==> src/rtl/fbs_pkg.sv <==
// Package for the boundary-scan test access port of the 36-bit FIFO.
// Assumes a single system clock that oversamples the test clock.
package fbs_pkg;
    localparam int FBS_IR_WIDTH = 4;
    localparam int FBS_DATA_WIDTH = 36;
    localparam int FBS_IDCODE_WIDTH = 32;
    // Identification value is arbitrary.
    localparam logic [31:0] FBS_IDCODE_RST = 32'h0000_0001;
    localparam logic [3:0] FBS_IR_RST = 4'h1;
    localparam logic [3:0] FBS_IR_CAPTURE = 4'h1;
    localparam logic [3:0] FBS_OP_IDCODE = 4'h1;
    localparam logic [3:0] FBS_OP_BYPASS = 4'hf;
    localparam int FBS_SYNC_STAGES = 2;

    typedef enum logic [15:0] {
        FBS_RESET = 16'h0001,
        FBS_IDLE = 16'h0002,
        FBS_SEL_DR = 16'h0004,
        FBS_CAP_DR = 16'h0008,
        FBS_SH_DR = 16'h0010,
        FBS_EX1_DR = 16'h0020,
        FBS_PA_DR = 16'h0040,
        FBS_EX2_DR = 16'h0080,
        FBS_UPD_DR = 16'h0100,
        FBS_SEL_IR = 16'h0200,
        FBS_CAP_IR = 16'h0400,
        FBS_SH_IR = 16'h0800,
        FBS_EX1_IR = 16'h1000,
        FBS_PA_IR = 16'h2000,
        FBS_EX2_IR = 16'h4000,
        FBS_UPD_IR = 16'h8000
    } fbs_state_t;
endpackage

==> src/rtl/fbs_sync.sv <==
// Two-flop synchroniser for one level from outside the clock domain.
// Assumes the level is stable for several clock periods.
`timescale 1ns/1ps
`default_nettype none
module fbs_sync #(
    parameter logic RST_VAL = 1'b0
) (
    input wire logic clk,
    input wire logic reset,
    input wire logic d,
    output logic q
);
    logic meta_q;

    always_ff @(posedge clk) begin
        if (reset) begin
            meta_q <= RST_VAL;
            q <= RST_VAL;
        end else begin
            meta_q <= d;
            q <= meta_q;
        end
    end
endmodule
`default_nettype wire

==> src/rtl/fbs_tap.sv <==
// Test access port controller of the FIFO, oversampling the test clock.
// Assumes clk runs much faster than the test clock, which is a sampled input.
// Overview of operation
// RULE_01 - Mode select and test data in are taken on each test clock rise.
// RULE_02 - Test data out changes on test clock fall from selected register.
// RULE_03 - Serial data shifts into instruction, identification or bypass register.
// RULE_04 - Test data out is driven only in shift data or shift instruction state.
// RULE_05 - State moves only as mode select dictates.
// RULE_06 - Test reset input resets the controller at once, clock independent.
// RULE_07 - No power-up reset; five high mode select cycles reach reset state.
// RULE_08 - FIFO data outputs stay high impedance until the controller was reset.
// RULE_09 - Unconnected mode select or test data in reads as high.
// RULE_10 - Without test reset, the system may tie it to the FIFO master reset.
// RULE_11 - Sixteen-state controller; identification register selected after reset.
`timescale 1ns/1ps
`default_nettype none
module fbs_tap
    import fbs_pkg::*;
#(
    parameter int IR_WIDTH = fbs_pkg::FBS_IR_WIDTH,
    parameter int DATA_WIDTH = fbs_pkg::FBS_DATA_WIDTH,
    parameter logic [31:0] IDCODE = fbs_pkg::FBS_IDCODE_RST
) (
    input wire logic clk,
    input wire logic reset,
    input wire logic tck,
    input wire logic tms,
    input wire logic tdi,
    input wire logic trst,
    input wire logic fifo_oe_n,
    output logic tdo_o,
    output logic tdo_oe_n,
    output logic fifo_q_oe_n
);
    import fbs_pkg::*;

    ////////////////////////////////////////////////////////////////////////////
    // Input synchronisers. Pins are resolved to high when floating by the pad
    // pull-up, so a released pin arrives here as one.
    logic tck_s, tms_s, tdi_s, tck_s_q;
    logic fifo_oe_n_s;

    fbs_sync #(.RST_VAL(1'b0)) u_tck (.clk(clk), .reset(reset), .d(tck), .q(tck_s));
    fbs_sync #(.RST_VAL(1'b1)) u_tms (.clk(clk), .reset(reset), .d(tms), .q(tms_s)); // RULE_09
    fbs_sync #(.RST_VAL(1'b1)) u_tdi (.clk(clk), .reset(reset), .d(tdi), .q(tdi_s)); // RULE_09

    // The output enable is a pin as well. It rests at disabled while the
    // synchroniser fills, so the FIFO outputs never glitch on after reset.
    fbs_sync #(.RST_VAL(1'b1)) u_oe (
        .clk(clk),
        .reset(reset),
        .d(fifo_oe_n),
        .q(fifo_oe_n_s)
    );

    // The test reset acts without any clock edge; it is not synchronised so
    // it works even with clk-derived edges absent, trading glitch immunity.
    wire logic trst_any = trst | reset;

    // Edges are found on the synchronised test clock. A high or low phase
    // shorter than a few clk periods may be missed, which bounds its rate.
    always_ff @(posedge clk) begin
        if (reset) begin
            tck_s_q <= 1'b0;
        end else begin
            tck_s_q <= tck_s;
        end
    end

    wire logic tck_rise = tck_s & ~tck_s_q; // RULE_01
    wire logic tck_fall = ~tck_s & tck_s_q; // RULE_02

    ////////////////////////////////////////////////////////////////////////////
    // Controller state.
    fbs_state_t state_q, state_d;
    logic was_reset_q;

    always_comb begin
        state_d = state_q;
        unique case (state_q) // RULE_05 RULE_11
            FBS_RESET: state_d = tms_s ? FBS_RESET : FBS_IDLE;
            FBS_IDLE: state_d = tms_s ? FBS_SEL_DR : FBS_IDLE;
            FBS_SEL_DR: state_d = tms_s ? FBS_SEL_IR : FBS_CAP_DR;
            FBS_CAP_DR: state_d = tms_s ? FBS_EX1_DR : FBS_SH_DR;
            FBS_SH_DR: state_d = tms_s ? FBS_EX1_DR : FBS_SH_DR;
            FBS_EX1_DR: state_d = tms_s ? FBS_UPD_DR : FBS_PA_DR;
            FBS_PA_DR: state_d = tms_s ? FBS_EX2_DR : FBS_PA_DR;
            FBS_EX2_DR: state_d = tms_s ? FBS_UPD_DR : FBS_SH_DR;
            FBS_UPD_DR: state_d = tms_s ? FBS_SEL_DR : FBS_IDLE;
            FBS_SEL_IR: state_d = tms_s ? FBS_RESET : FBS_CAP_IR; // RULE_07
            FBS_CAP_IR: state_d = tms_s ? FBS_EX1_IR : FBS_SH_IR;
            FBS_SH_IR: state_d = tms_s ? FBS_EX1_IR : FBS_SH_IR;
            FBS_EX1_IR: state_d = tms_s ? FBS_UPD_IR : FBS_PA_IR;
            FBS_PA_IR: state_d = tms_s ? FBS_EX2_IR : FBS_PA_IR;
            FBS_EX2_IR: state_d = tms_s ? FBS_UPD_IR : FBS_SH_IR;
            FBS_UPD_IR: state_d = tms_s ? FBS_SEL_DR : FBS_IDLE;
            default: state_d = FBS_RESET;
        endcase
    end

    // The system reset stands in for power-up. It leaves the controller in
    // idle, not in test-logic-reset, because the port must not reset itself:
    // only the test reset, or mode select held high on rising test clock
    // edges, brings it to reset and lets the FIFO outputs come on.
    always_ff @(posedge clk or posedge trst) begin
        if (trst) begin
            state_q <= FBS_RESET; // RULE_06 RULE_10
        end else if (reset) begin
            state_q <= FBS_IDLE; // RULE_07
        end else if (tck_rise) begin
            state_q <= state_d; // RULE_01
        end
    end

    // Reset-seen flag. The test reset sets it at once and wins over the
    // system reset; a rising test clock edge in test-logic-reset sets it too.

    always_ff @(posedge clk or posedge trst) begin
        if (trst) begin
            was_reset_q <= 1'b1; // RULE_06
        end else if (reset) begin
            was_reset_q <= 1'b0; // RULE_07
        end else if (tck_rise && state_q == FBS_RESET) begin
            was_reset_q <= 1'b1; // RULE_07
        end
    end

    ////////////////////////////////////////////////////////////////////////////
    // Instruction, identification and bypass registers.
    // All stages move only on a detected rising test clock edge, so the
    // system clock may run at any rate well above the test clock.
    logic [IR_WIDTH-1:0] ir_sh_q, ir_q;
    logic [31:0] id_sh_q;
    logic byp_q;

    // One-hot decodes of the states that the data path acts on. Only one of
    // them is true at a time, so the stages below never compete.
    wire logic in_reset = (state_q == FBS_RESET);
    wire logic in_cap_dr = (state_q == FBS_CAP_DR);
    wire logic in_sh_dr = (state_q == FBS_SH_DR);
    wire logic in_cap_ir = (state_q == FBS_CAP_IR);
    wire logic in_sh_ir = (state_q == FBS_SH_IR);
    wire logic in_upd_ir = (state_q == FBS_UPD_IR);

    // Any opcode but the identification one selects the bypass stage.
    wire logic sel_id = (ir_q == IR_WIDTH'(FBS_OP_IDCODE));
    wire logic sh_id = in_sh_dr & sel_id;
    wire logic sh_byp = in_sh_dr & ~sel_id;

    // Instruction shift stage: loads the fixed capture pattern, then shifts
    // one bit per rising test clock edge, least significant bit out first.
    always_ff @(posedge clk or posedge trst_any) begin
        if (trst_any) begin
            ir_sh_q <= '0;
        end else if (tck_rise && in_cap_ir) begin
            ir_sh_q <= IR_WIDTH'(FBS_IR_CAPTURE);
        end else if (tck_rise && in_sh_ir) begin
            ir_sh_q <= {tdi_s, ir_sh_q[IR_WIDTH-1:1]}; // RULE_03
        end
    end

    // Active instruction. Only update-IR loads the shift stage into it, so a scan that is held
    // in pause-IR never applies a half-shifted opcode.
    always_ff @(posedge clk or posedge trst_any) begin
        if (trst_any) begin
            ir_q <= IR_WIDTH'(FBS_IR_RST); // RULE_11
        end else if (tck_rise && in_reset) begin
            ir_q <= IR_WIDTH'(FBS_IR_RST); // RULE_11
        end else if (tck_rise && in_upd_ir) begin
            ir_q <= ir_sh_q;
        end
    end

    // Identification stage: loaded at capture-DR, shifted out LSB first.
    always_ff @(posedge clk or posedge trst_any) begin
        if (trst_any) begin
            id_sh_q <= '0;
        end else if (tck_rise && in_cap_dr) begin
            id_sh_q <= IDCODE;
        end else if (tck_rise && sh_id) begin
            id_sh_q <= {tdi_s, id_sh_q[31:1]}; // RULE_03
        end
    end

    // Bypass stage: a single flop, cleared at capture-DR.
    always_ff @(posedge clk or posedge trst_any) begin
        if (trst_any) begin
            byp_q <= 1'b0;
        end else if (tck_rise && in_cap_dr) begin
            byp_q <= 1'b0;
        end else if (tck_rise && sh_byp) begin
            byp_q <= tdi_s; // RULE_03
        end
    end

    // The serial output follows the stage of the current shift state.
    wire logic dr_bit = sel_id ? id_sh_q[0] : byp_q;
    wire logic tdo_bit = in_sh_ir ? ir_sh_q[0] : dr_bit;

    ////////////////////////////////////////////////////////////////////////////
    // Test data output and its enable, changed only on the falling test clock edge.
    always_ff @(posedge clk or posedge trst_any) begin
        if (trst_any) begin
            tdo_o <= 1'b0;
            tdo_oe_n <= 1'b1;
        end else if (tck_fall) begin
            tdo_o <= tdo_bit; // RULE_02
            tdo_oe_n <= ~(in_sh_dr | in_sh_ir); // RULE_04
        end
    end

    // The FIFO outputs stay off until a real TAP reset has been seen; the
    // system reset counts as power-up and so keeps them off as well.
    always_ff @(posedge clk) begin
        if (reset) begin
            fifo_q_oe_n <= 1'b1;
        end else begin
            fifo_q_oe_n <= fifo_oe_n_s | ~was_reset_q; // RULE_08
        end
    end
endmodule
`default_nettype wire

==> config.mk <==
export PLATFORM = sky130hd
export DESIGN_NAME = fbs_tap
export DESIGN_NICKNAME = d
export VERILOG_FILES = /design/src/rtl/fbs_pkg.sv /design/src/rtl/fbs_sync.sv /design/src/rtl/fbs_tap.sv
export SDC_FILE = /design/constraint.sdc
export NUM_CORES = 1
export LEC_CHECK = 0
export BUFFER_PORTS_ARGS = -buffer_cell sky130_fd_sc_hd__buf_2
export CORE_ASPECT_RATIO = 1.4
export CORE_MARGIN = 2
export CORE_UTILIZATION = 40
export CTS_CLUSTER_SIZE = 40
export DETAILED_ROUTE_END_ITERATION = 8
export PLACE_DENSITY_LB_ADDON = 0.25
export SLEW_MARGIN = 10
export SYNTH_ARGS = -nofsm -noshare
export SYNTH_HDL_FRONTEND = slang
export SYNTH_HIERARCHICAL = 1
export SYNTH_SLANG_ARGS = --single-unit
==> constraint.sdc <==
create_clock -name clk -period 5.7 [get_ports clk]
set_input_delay 0.57 -clock clk [delete_from_list [all_inputs] [get_ports clk]]
set_output_delay 0.57 -clock clk [all_outputs]
set_load 0.005 [all_outputs]
* Word level (Yosys, flattened, before mapping)
Index checks and enable logic that the tools add are counted.
Widths: inputs -> output; s select.
** Cells by class
- Equality and inequality tests :: 17
- Multiplexer cells :: 27
- Bitwise operators :: 12
- Reduce and logical (&&, ||, !) cells :: 16
** Operators by type and width (count)
- $pmux 16 s12 :: 1
- $mux 16 :: 4
- $mux 32 :: 2
- $mux 9 :: 2
- $eq 16x1->1 const B :: 1
- $eq 16x10->1 const B :: 1
- $eq 16x11->1 const B :: 1
- $eq 16x12->1 const B :: 1
- $eq 16x13->1 const B :: 1
- $eq 16x14->1 const B :: 1
- $eq 16x15->1 const B :: 1
- $eq 16x16->1 const B :: 1
- $eq 16x2->1 const B :: 1
- $eq 16x3->1 const B :: 1
- $eq 16x4->1 const B :: 1
- $eq 16x5->1 const B :: 1
- $eq 16x6->1 const B :: 1
- $eq 16x7->1 const B :: 1
- $eq 16x8->1 const B :: 1
- $eq 16x9->1 const B :: 1
- $mux 4 :: 4
- $mux 15 :: 1
- $mux 13 :: 1
- $reduce_bool 2->1 :: 6
- 14 further kinds :: 35
** Storage, ports and cells
- Register bits :: 70
- Bits of input ports :: 7
- Output and inout port bits :: 3
- Word-level logic and storage cells :: 90

* Logic depth before layout (Yosys ltp)
Gate-level depths: netlist (run 1).
- Depth in word-level cells :: 6
- Mapped depth :: 8
- Mapped depth without buffers :: 5

* Hierarchy
Netlist (run 1), hierarchy kept.
** Modules (own cells, without submodules)
- fbs_tap :: times used 1, cells an instance 356, area an instance 3135.5 sq um, seq. area each 1546.5 sq um
- fbs_sync :: times used 4, cells an instance 4, area an instance 52.6 sq um, seq. area each 40.0 sq um

* Least setup slack after synthesis (run 1)
No wires, ideal clock.
- Path kind :: reg-to-reg
- Start point :: register state_q[12]
- End point :: register ir_q[2]
- Library setup time :: 0.125 ns
- Arrival time :: 2.046 ns
- Required time :: 5.575 ns
- Path slack :: 3.529 ns
- Stages on the path, launching flop included :: 7
- Buffers on the path :: 1
- Clock period less this slack :: 2.171 ns
- Path through :: dfrtp_1 > buf_2 > nor4_4 > nand3_2 > or4_4 > o21ai_2 > mux2_2
** On the way
- Longest elaborated chain between the ends :: 3
- Elaborated cells between the ends (all ways) :: 6
- Those cells by class :: eq/ne (2); mux (1); reduce/logical (3)
** Ends and longest elaborated chain
- start: declaration :: RTL line fbs_tap.sv:75 : fbs_state_t state_q, state_d;
- start signal: assignment :: RTL line fbs_tap.sv:111 : state_q <= state_d;
- $eq 16x1->1 / $eq 16x16->1 (equally long branches) :: RTL line fbs_tap.sv:138, fbs_tap.sv:143
- $logic_and 1x1->1 (on tied branches) :: RTL line fbs_tap.sv:167, fbs_tap.sv:169
- $mux 4 / $reduce_bool 2->1 (equally long branches)
- end signal: assignment :: RTL line fbs_tap.sv:166 : ir_q <= IR_WIDTH'(FBS_IR_RST);
- end signal: assignment :: RTL line fbs_tap.sv:168 : ir_q <= IR_WIDTH'(FBS_IR_RST);
- end signal: assignment :: RTL line fbs_tap.sv:170 : ir_q <= ir_sh_q;
- end: declaration :: RTL line fbs_tap.sv:132 : logic [IR_WIDTH-1:0] ir_sh_q, ir_q;
Parallel ways exist; a longest one is shown, timed or not.
A chain may end at the register's enable or synchronous reset.

* Final worst setup path (run 1)
- Start point :: register state_q[12]
- End point :: register id_sh_q[20]
** On the way
- Longest elaborated chain between the ends :: 4
- Elaborated cells between the ends (all ways) :: 7
- Those cells by class :: eq/ne (2); mux (1); bitwise (1); reduce/logical (3)
** Ends and longest elaborated chain
- $eq 16x5->1 :: RTL line fbs_tap.sv:140 : wire logic in_sh_dr = (state_q == FBS_SH_DR);
- $and 1x1->1 :: RTL line fbs_tap.sv:147 : wire logic sh_id = in_sh_dr & sel_id;
- $logic_and 1x1->1 :: RTL line fbs_tap.sv:180 : end else if (tck_rise && sh_id) begin
- $reduce_bool 2->1 (no source line)
- end signal: assignment :: RTL line fbs_tap.sv:181 : id_sh_q <= {tdi_s, id_sh_q[31:1]};
- end: declaration :: RTL line fbs_tap.sv:133 : logic [31:0] id_sh_q;
Parallel ways exist; a longest one is shown, timed or not.

==> results of run 1 <==
routing by layer:
metal / share of wire / wire, µm / GRT usage / vias up
met5: 0 / 0 / 0 / -
met4: 0.016 / 112 / 0.0814 / 0
met3: 0.025 / 172 / 0.0402 / 8
met2: 0.50 / 3410 / 0.267 / 42
met1: 0.46 / 3180 / 0.213 / 1242
li1: - / - / - / 1275
layout make-up:
cell class                      instances  area (µm²)  share of cell area
Clock buffer                            9         225              0.0605
Clock inverter                          7        72.6              0.0195
Inverter                                8        30.0             0.00807
Multi-Input combinational cell        267        1490               0.401
Sequential cell                        70        1710               0.459
Tap cell                              102         128              0.0343
Timing Repair Buffer                   12        67.6              0.0182
worst max-delay path: stages, from the launching register on:
cell and delay, ns:
dfrtp_1 0.48, nor4_4 0.46, nand3_2 0.22, or4_1 1.00
nand3_1 0.26, nand2_1 0.08
cells by family (layout without fill, tap and decap cells):
logic type | after synthesis | in the layout | synth area share
AO/OA/AOI/OAI | 42 | 42 | 0.0826
buffers and inverters | 35 | 36 | 0.0482
AND/OR/NAND/NOR | 212 | 212 | 0.322
multiplexers | 5 | 5 | 0.0161
XOR/XNOR | 8 | 8 | 0.0209
flip-flops | 70 | 70 | 0.510
how the worst min path moves through the flow:
stage | from | endpoint | slack [ns] | depth (start not counted)
finish | trst | state_q[2] | 0.36 | 2
global route | u_oe/meta_q | u_oe/q | 0.41 | 1
CTS | trst | state_q[2] | 0.38 | 2
detailed placement | u_tdi/meta_q | u_tdi/q | 0.39 | 1
global placement | u_oe/meta_q | u_oe/q | 0.39 | 1
floorplan | u_oe/q | fifo_q_oe_n | 0.38 | 1
power by group:
part | switching, W | internal, W | leakage [nW]
Combinational | 0.0000232 | 0.0000107 | 0.655
Clock | 0.000210 | 0.000339 | 0.143
Sequential | 0.00000480 | 0.000501 | 0.889
Total | 0.000238 | 0.000851 | 1.69
Yosys cell counts (4+ instances only):
cell type	instances
nand2_1	78
dfrtp_1	56
nand3_1	38
nor2_1	24
clkbuf_1	18
nor3_1	15
o21ai_0	11
dfxtp_1	10
a22oi_1	8
inv_1	8
nand4_1	8
nor2b_1	8
a21oi_1	7
nor4_1	6
or2_1	6
buf_2	5
xnor2_1	5
dfstp_2	4
nand2b_1	4
state kept, by name, indices dropped and copies added (netlist names):
name,count
byp_q,1
fifo_q_oe_n,1
id_sh_q,32
ir_q,4
ir_sh_q,4
state_q,16
tck_s_q,1
tdo_o,1
tdo_oe_n,1
u_oe/meta_q,1
u_oe/q,1
u_tck/meta_q,1
u_tck/q,1
u_tdi/meta_q,1
u_tdi/q,1
u_tms/meta_q,1
u_tms/q,1
was_reset_q,1
per-stage QoR:
step,setup WS (ns),utilization
floorplan,2.34,-
global placement,3.14,0.420
detailed placement,3.09,0.420
CTS,3.07,0.457
global route,2.79,0.457
finish,3.07,0.457
==> results.toml, run 1 <==
[cts]
cts_setup_buffers = 0
clkTransAtPathRegs_ns = 0.06
cts.sinks = 70
cts_tree = "done"
hold_buffers = 0
cts_buffers = 9
cts_resized = 0
htreeDepth = 3
clock_path_buffers = 2
clk-insertion-delay-late_ns = 0.32
cts-root-buf = "clkbuf_16"

[routing]
drc_errors = 0
dr_total_vias = 2567
avgRoutedWirePerCell_um = 14.5
wl_um = 6880
drt-initial-drc-count = 130
via_per_inst = 5.40
dr.pass1.iters = 4
final_antenna_net_count = 0

[sta]
timing.final.crit_share = 0.462
setup_viol = 0
relSlewSlack = 0.294
period_needed_ns = 2.63
slew_violations = 0
worst_pin_slew_ns = 1.06
fin_setup_tns_ns = 0
skew_ns = 0.00533
whs_ns = 0.362
rsz0062_at_grt = "no"
final_hold_viol_count = 0
fmax_mhz = 380

[power]
power_w = 0.00109
ir_worst_vdd_mv = 0.198
p_per_area_nw_per_um2 = 293
p_leak_nw = 1.69

[global_route]
grt_max_degree = 44
overflow = 0
grt_pass1_vias = 2569
grt_pass1_wl_um = 12100
grt_use_total = 0.168
antenna_found_initial = 0

[setup_path]
worstReg2RegStart = "state_q[12]"
path_max_fanout = 33
critical_path_class = "flip-flop to flip-flop"
cp.required_ns = 5.90
endpoint = "id_sh_q[20]"
worst_setup_path_end_kind = "flip-flop"
reg2regPathDepth = 5
startpoint_type = "flip-flop"
rrSetupSlack_ns = 3.07
crit_path_start = "state_q[12]"
arrival_ns = 2.83
reg2reg_to = "id_sh_q[20]"

[cells_and_area]
fin_cells = 475
fillCellCount = 789
final_cell_mix = "78 x nand2_1, 56 x dfrtp_1, 38 x nand3_1"
layout_commonest_cell = "nand2_1"
drive_gt1_frac = 0.115
num_antenna_cells = 0
fin_area_um2 = 3720
nNetsFinal = 375
syn_to_final_growth_pct = 11.2

[yosys]
synth_ff_type = "dfrtp_1"
synthCells = 372
syn_avg_cell_area_um2 = 8.99
yosysWarnings = 6
ys_async_sr_fraction = 0.857
yosysUniqueCellTypes = 51
synth_area_leaders = "dfrtp_1 42%, nand2_1 8.8%, dfxtp_1 6.0%"
synth_largest_area_cell = "dfrtp_1"
seq_area_frac_synth = 0.510
synth_seq_cells = 70
synth_nets = 379
synth_top_area_share = 0.419
synth_edf_count = 0
syn_area_um2 = 3350

[floorplan]
ios = 10
start_util = 0.411
die_y_um = 112
die_w_um = 81.3
num_rows = 39
coreArea_um2 = 8150
die-area_um2 = 9120

[placement]
routabilityCongestion = 0.870
dp_hpwl_um = 4630
placed_cells = 459
place_area_um2 = 3420
numPortBuffers = 9

[worst_hold_path]
hold_path.class = "input port to async pin"

[run_status]
status = "finished clean"

[run]
drv_cap = 0
Note: power is estimated with default switching activity, not from simulation.
==> run 2: changes to the inputs <==
- clock period: 5.7 -> 2.2 ns (I/O delays scaled with it)
==> run 2 against run 1 <==
Effect of this change: total power up 150%; maximum frequency up 27%; core utilization up 2.2 points.
==> results.toml, run 2 (synthesis gave the netlist of run 1 again) <==
[run_status]
status = "finished clean"

[setup_path]
cp.required_ns = 2.40
critPathSlowestCell = "or4_1"
critical_path_class = "flip-flop to flip-flop"
worstReg2RegStart = "ir_q[0]"
reg2reg_to = "id_sh_q[0]"
worst_setup_path_end_kind = "flip-flop"
cp_cell_sequence = "or4b_1 -> or4_1 -> buf_12 -> nor2_1 -> a31oi_1"
crit_cells = 5
arrival_ns = 2.27
endpoint = "id_sh_q[0]"
cp_num_buf_inv = 1
slowest_delay_ns = 0.59
startpoint_type = "flip-flop"
crit_path_start = "ir_q[0]"
rrSetupSlack_ns = 0.13
crit_family = "simple AND/OR/NAND/NOR gates"
reg2regPathDepth = 5
path_max_fanout = 33

[cts]
clk-insertion-delay-late_ns = 0.33
clkTransAtPathRegs_ns = 0.06
cts_tree = "done"
hold_buffers = 0
cts.sinks = 70
cts_resized = 0
htreeDepth = 3
clock_path_buffers = 2
cts-root-buf = "clkbuf_16"
cts_buffers = 9
cts_setup_buffers = 0

[global_route]
antenna_found_initial = 0
grt_pass1_vias = 2749
overflow = 0
grt_pass1_wl_um = 12900
grt_use_total = 0.181
grt_max_degree = 44

[sta]
fmax_mhz = 482
skew_ns = 0.00557
worst_pin_slew_ns = 0.673
relSlewSlack = 0.551
final_hold_viol_count = 0
setup_viol = 0
slew_violations = 0
timing.final.crit_share = 0.943
fin_setup_tns_ns = 0
rsz0062_at_grt = "no"
period_needed_ns = 2.07

[floorplan]
die_w_um = 81.3
start_util = 0.411
die_y_um = 112
ios = 10
coreArea_um2 = 8150
die-area_um2 = 9120
num_rows = 39

[routing]
dr.pass1.iters = 5
drt-initial-drc-count = 200
dr_total_vias = 2704
avgRoutedWirePerCell_um = 14.9
wl_um = 7420
final_antenna_net_count = 0
via_per_inst = 5.42
drc_errors = 0

[power]
power_w = 0.00272
ir_worst_vdd_mv = 0.401
p_per_area_nw_per_um2 = 699
p_leak_nw = 1.80

[worst_hold_path]
hold_path.class = "input port to async pin"

[placement]
routabilityCongestion = 0.873
numPortBuffers = 9
dp_hpwl_um = 5140

[cells_and_area]
drive_gt1_frac = 0.166
fillCellCount = 763
layout_commonest_cell = "nand2_1"
regMostFlops = "id_sh_q"
final_cell_mix = "78 x nand2_1, 56 x dfrtp_1, 38 x nand3_1"
largest_reg_flops = 32
syn_to_final_growth_pct = 16.5
multi_input_area_um2 = 1490
reg_top3 = "id_sh_q x32, state_q x16"
num_antenna_cells = 0
final-seq-area_um2 = 1710
nNetsFinal = 399

[run]
drv_cap = 0
==> run 2: final cells by class <==
| cell class | instances | area share |
|---|---|---|
| timing repair buffer | 36 | 0.0700 |
| clock buffer | 11 | 0.0597 |
| inverter | 8 | 0.00770 |
| tap | 102 | 0.0327 |
| multi-input combinational | 267 | 0.383 |
| sequential | 70 | 0.438 |
| clock inverter | 5 | 0.00931 |
==> run 2: worst min-delay path by stage <==
stage	from	endpoint	slack, ns	depth (start not counted)
3_5_place_dp	u_tms/meta_q	u_tms/q	0.40	1
6_report	trst	state_q[6]	0.01	2
4_1_cts	trst	state_q[10]	0.06	2
3_3_place_gp	u_oe/meta_q	u_oe/q	0.39	1
5_1_grt	tms	u_tms/meta_q	0.06	2
2_1_floorplan	trst	state_q[10]	0.14	1
==> run 2: power breakdown <==
part | switching, W | internal (W) | leakage, nW
logic | 0.0000675 | 0.0000355 | 0.784
clock network | 0.000546 | 0.000765 | 0.130
registers | 0.0000100 | 0.00130 | 0.889
==> run 2: metrics by stage <==
stage	area, µm²	setup slack, ns	hold WS, ns	utilization	std cells
global route	3900	0.0257	0.0567	0.478	499
CTS	3900	0.125	0.0572	0.478	499
detailed placement	3630	0.129	0.398	0.445	483
global placement	3630	0.159	0.386	0.445	483
finish	3900	0.126	0.0143	0.478	499
floorplan	3350	0.0294	0.145	-	372
==> run 2: routing by layer <==
metal | track usage | routed length [µm] | up-vias | share of wire
met4 | 0.0836 | 184 | 0 | 0.025
met5 | 0 | 0 | - | 0
met3 | 0.0410 | 213 | 17 | 0.029
li1 | - | - | 1325 | -
met2 | 0.303 | 3910 | 42 | 0.53
met1 | 0.218 | 3110 | 1320 | 0.42
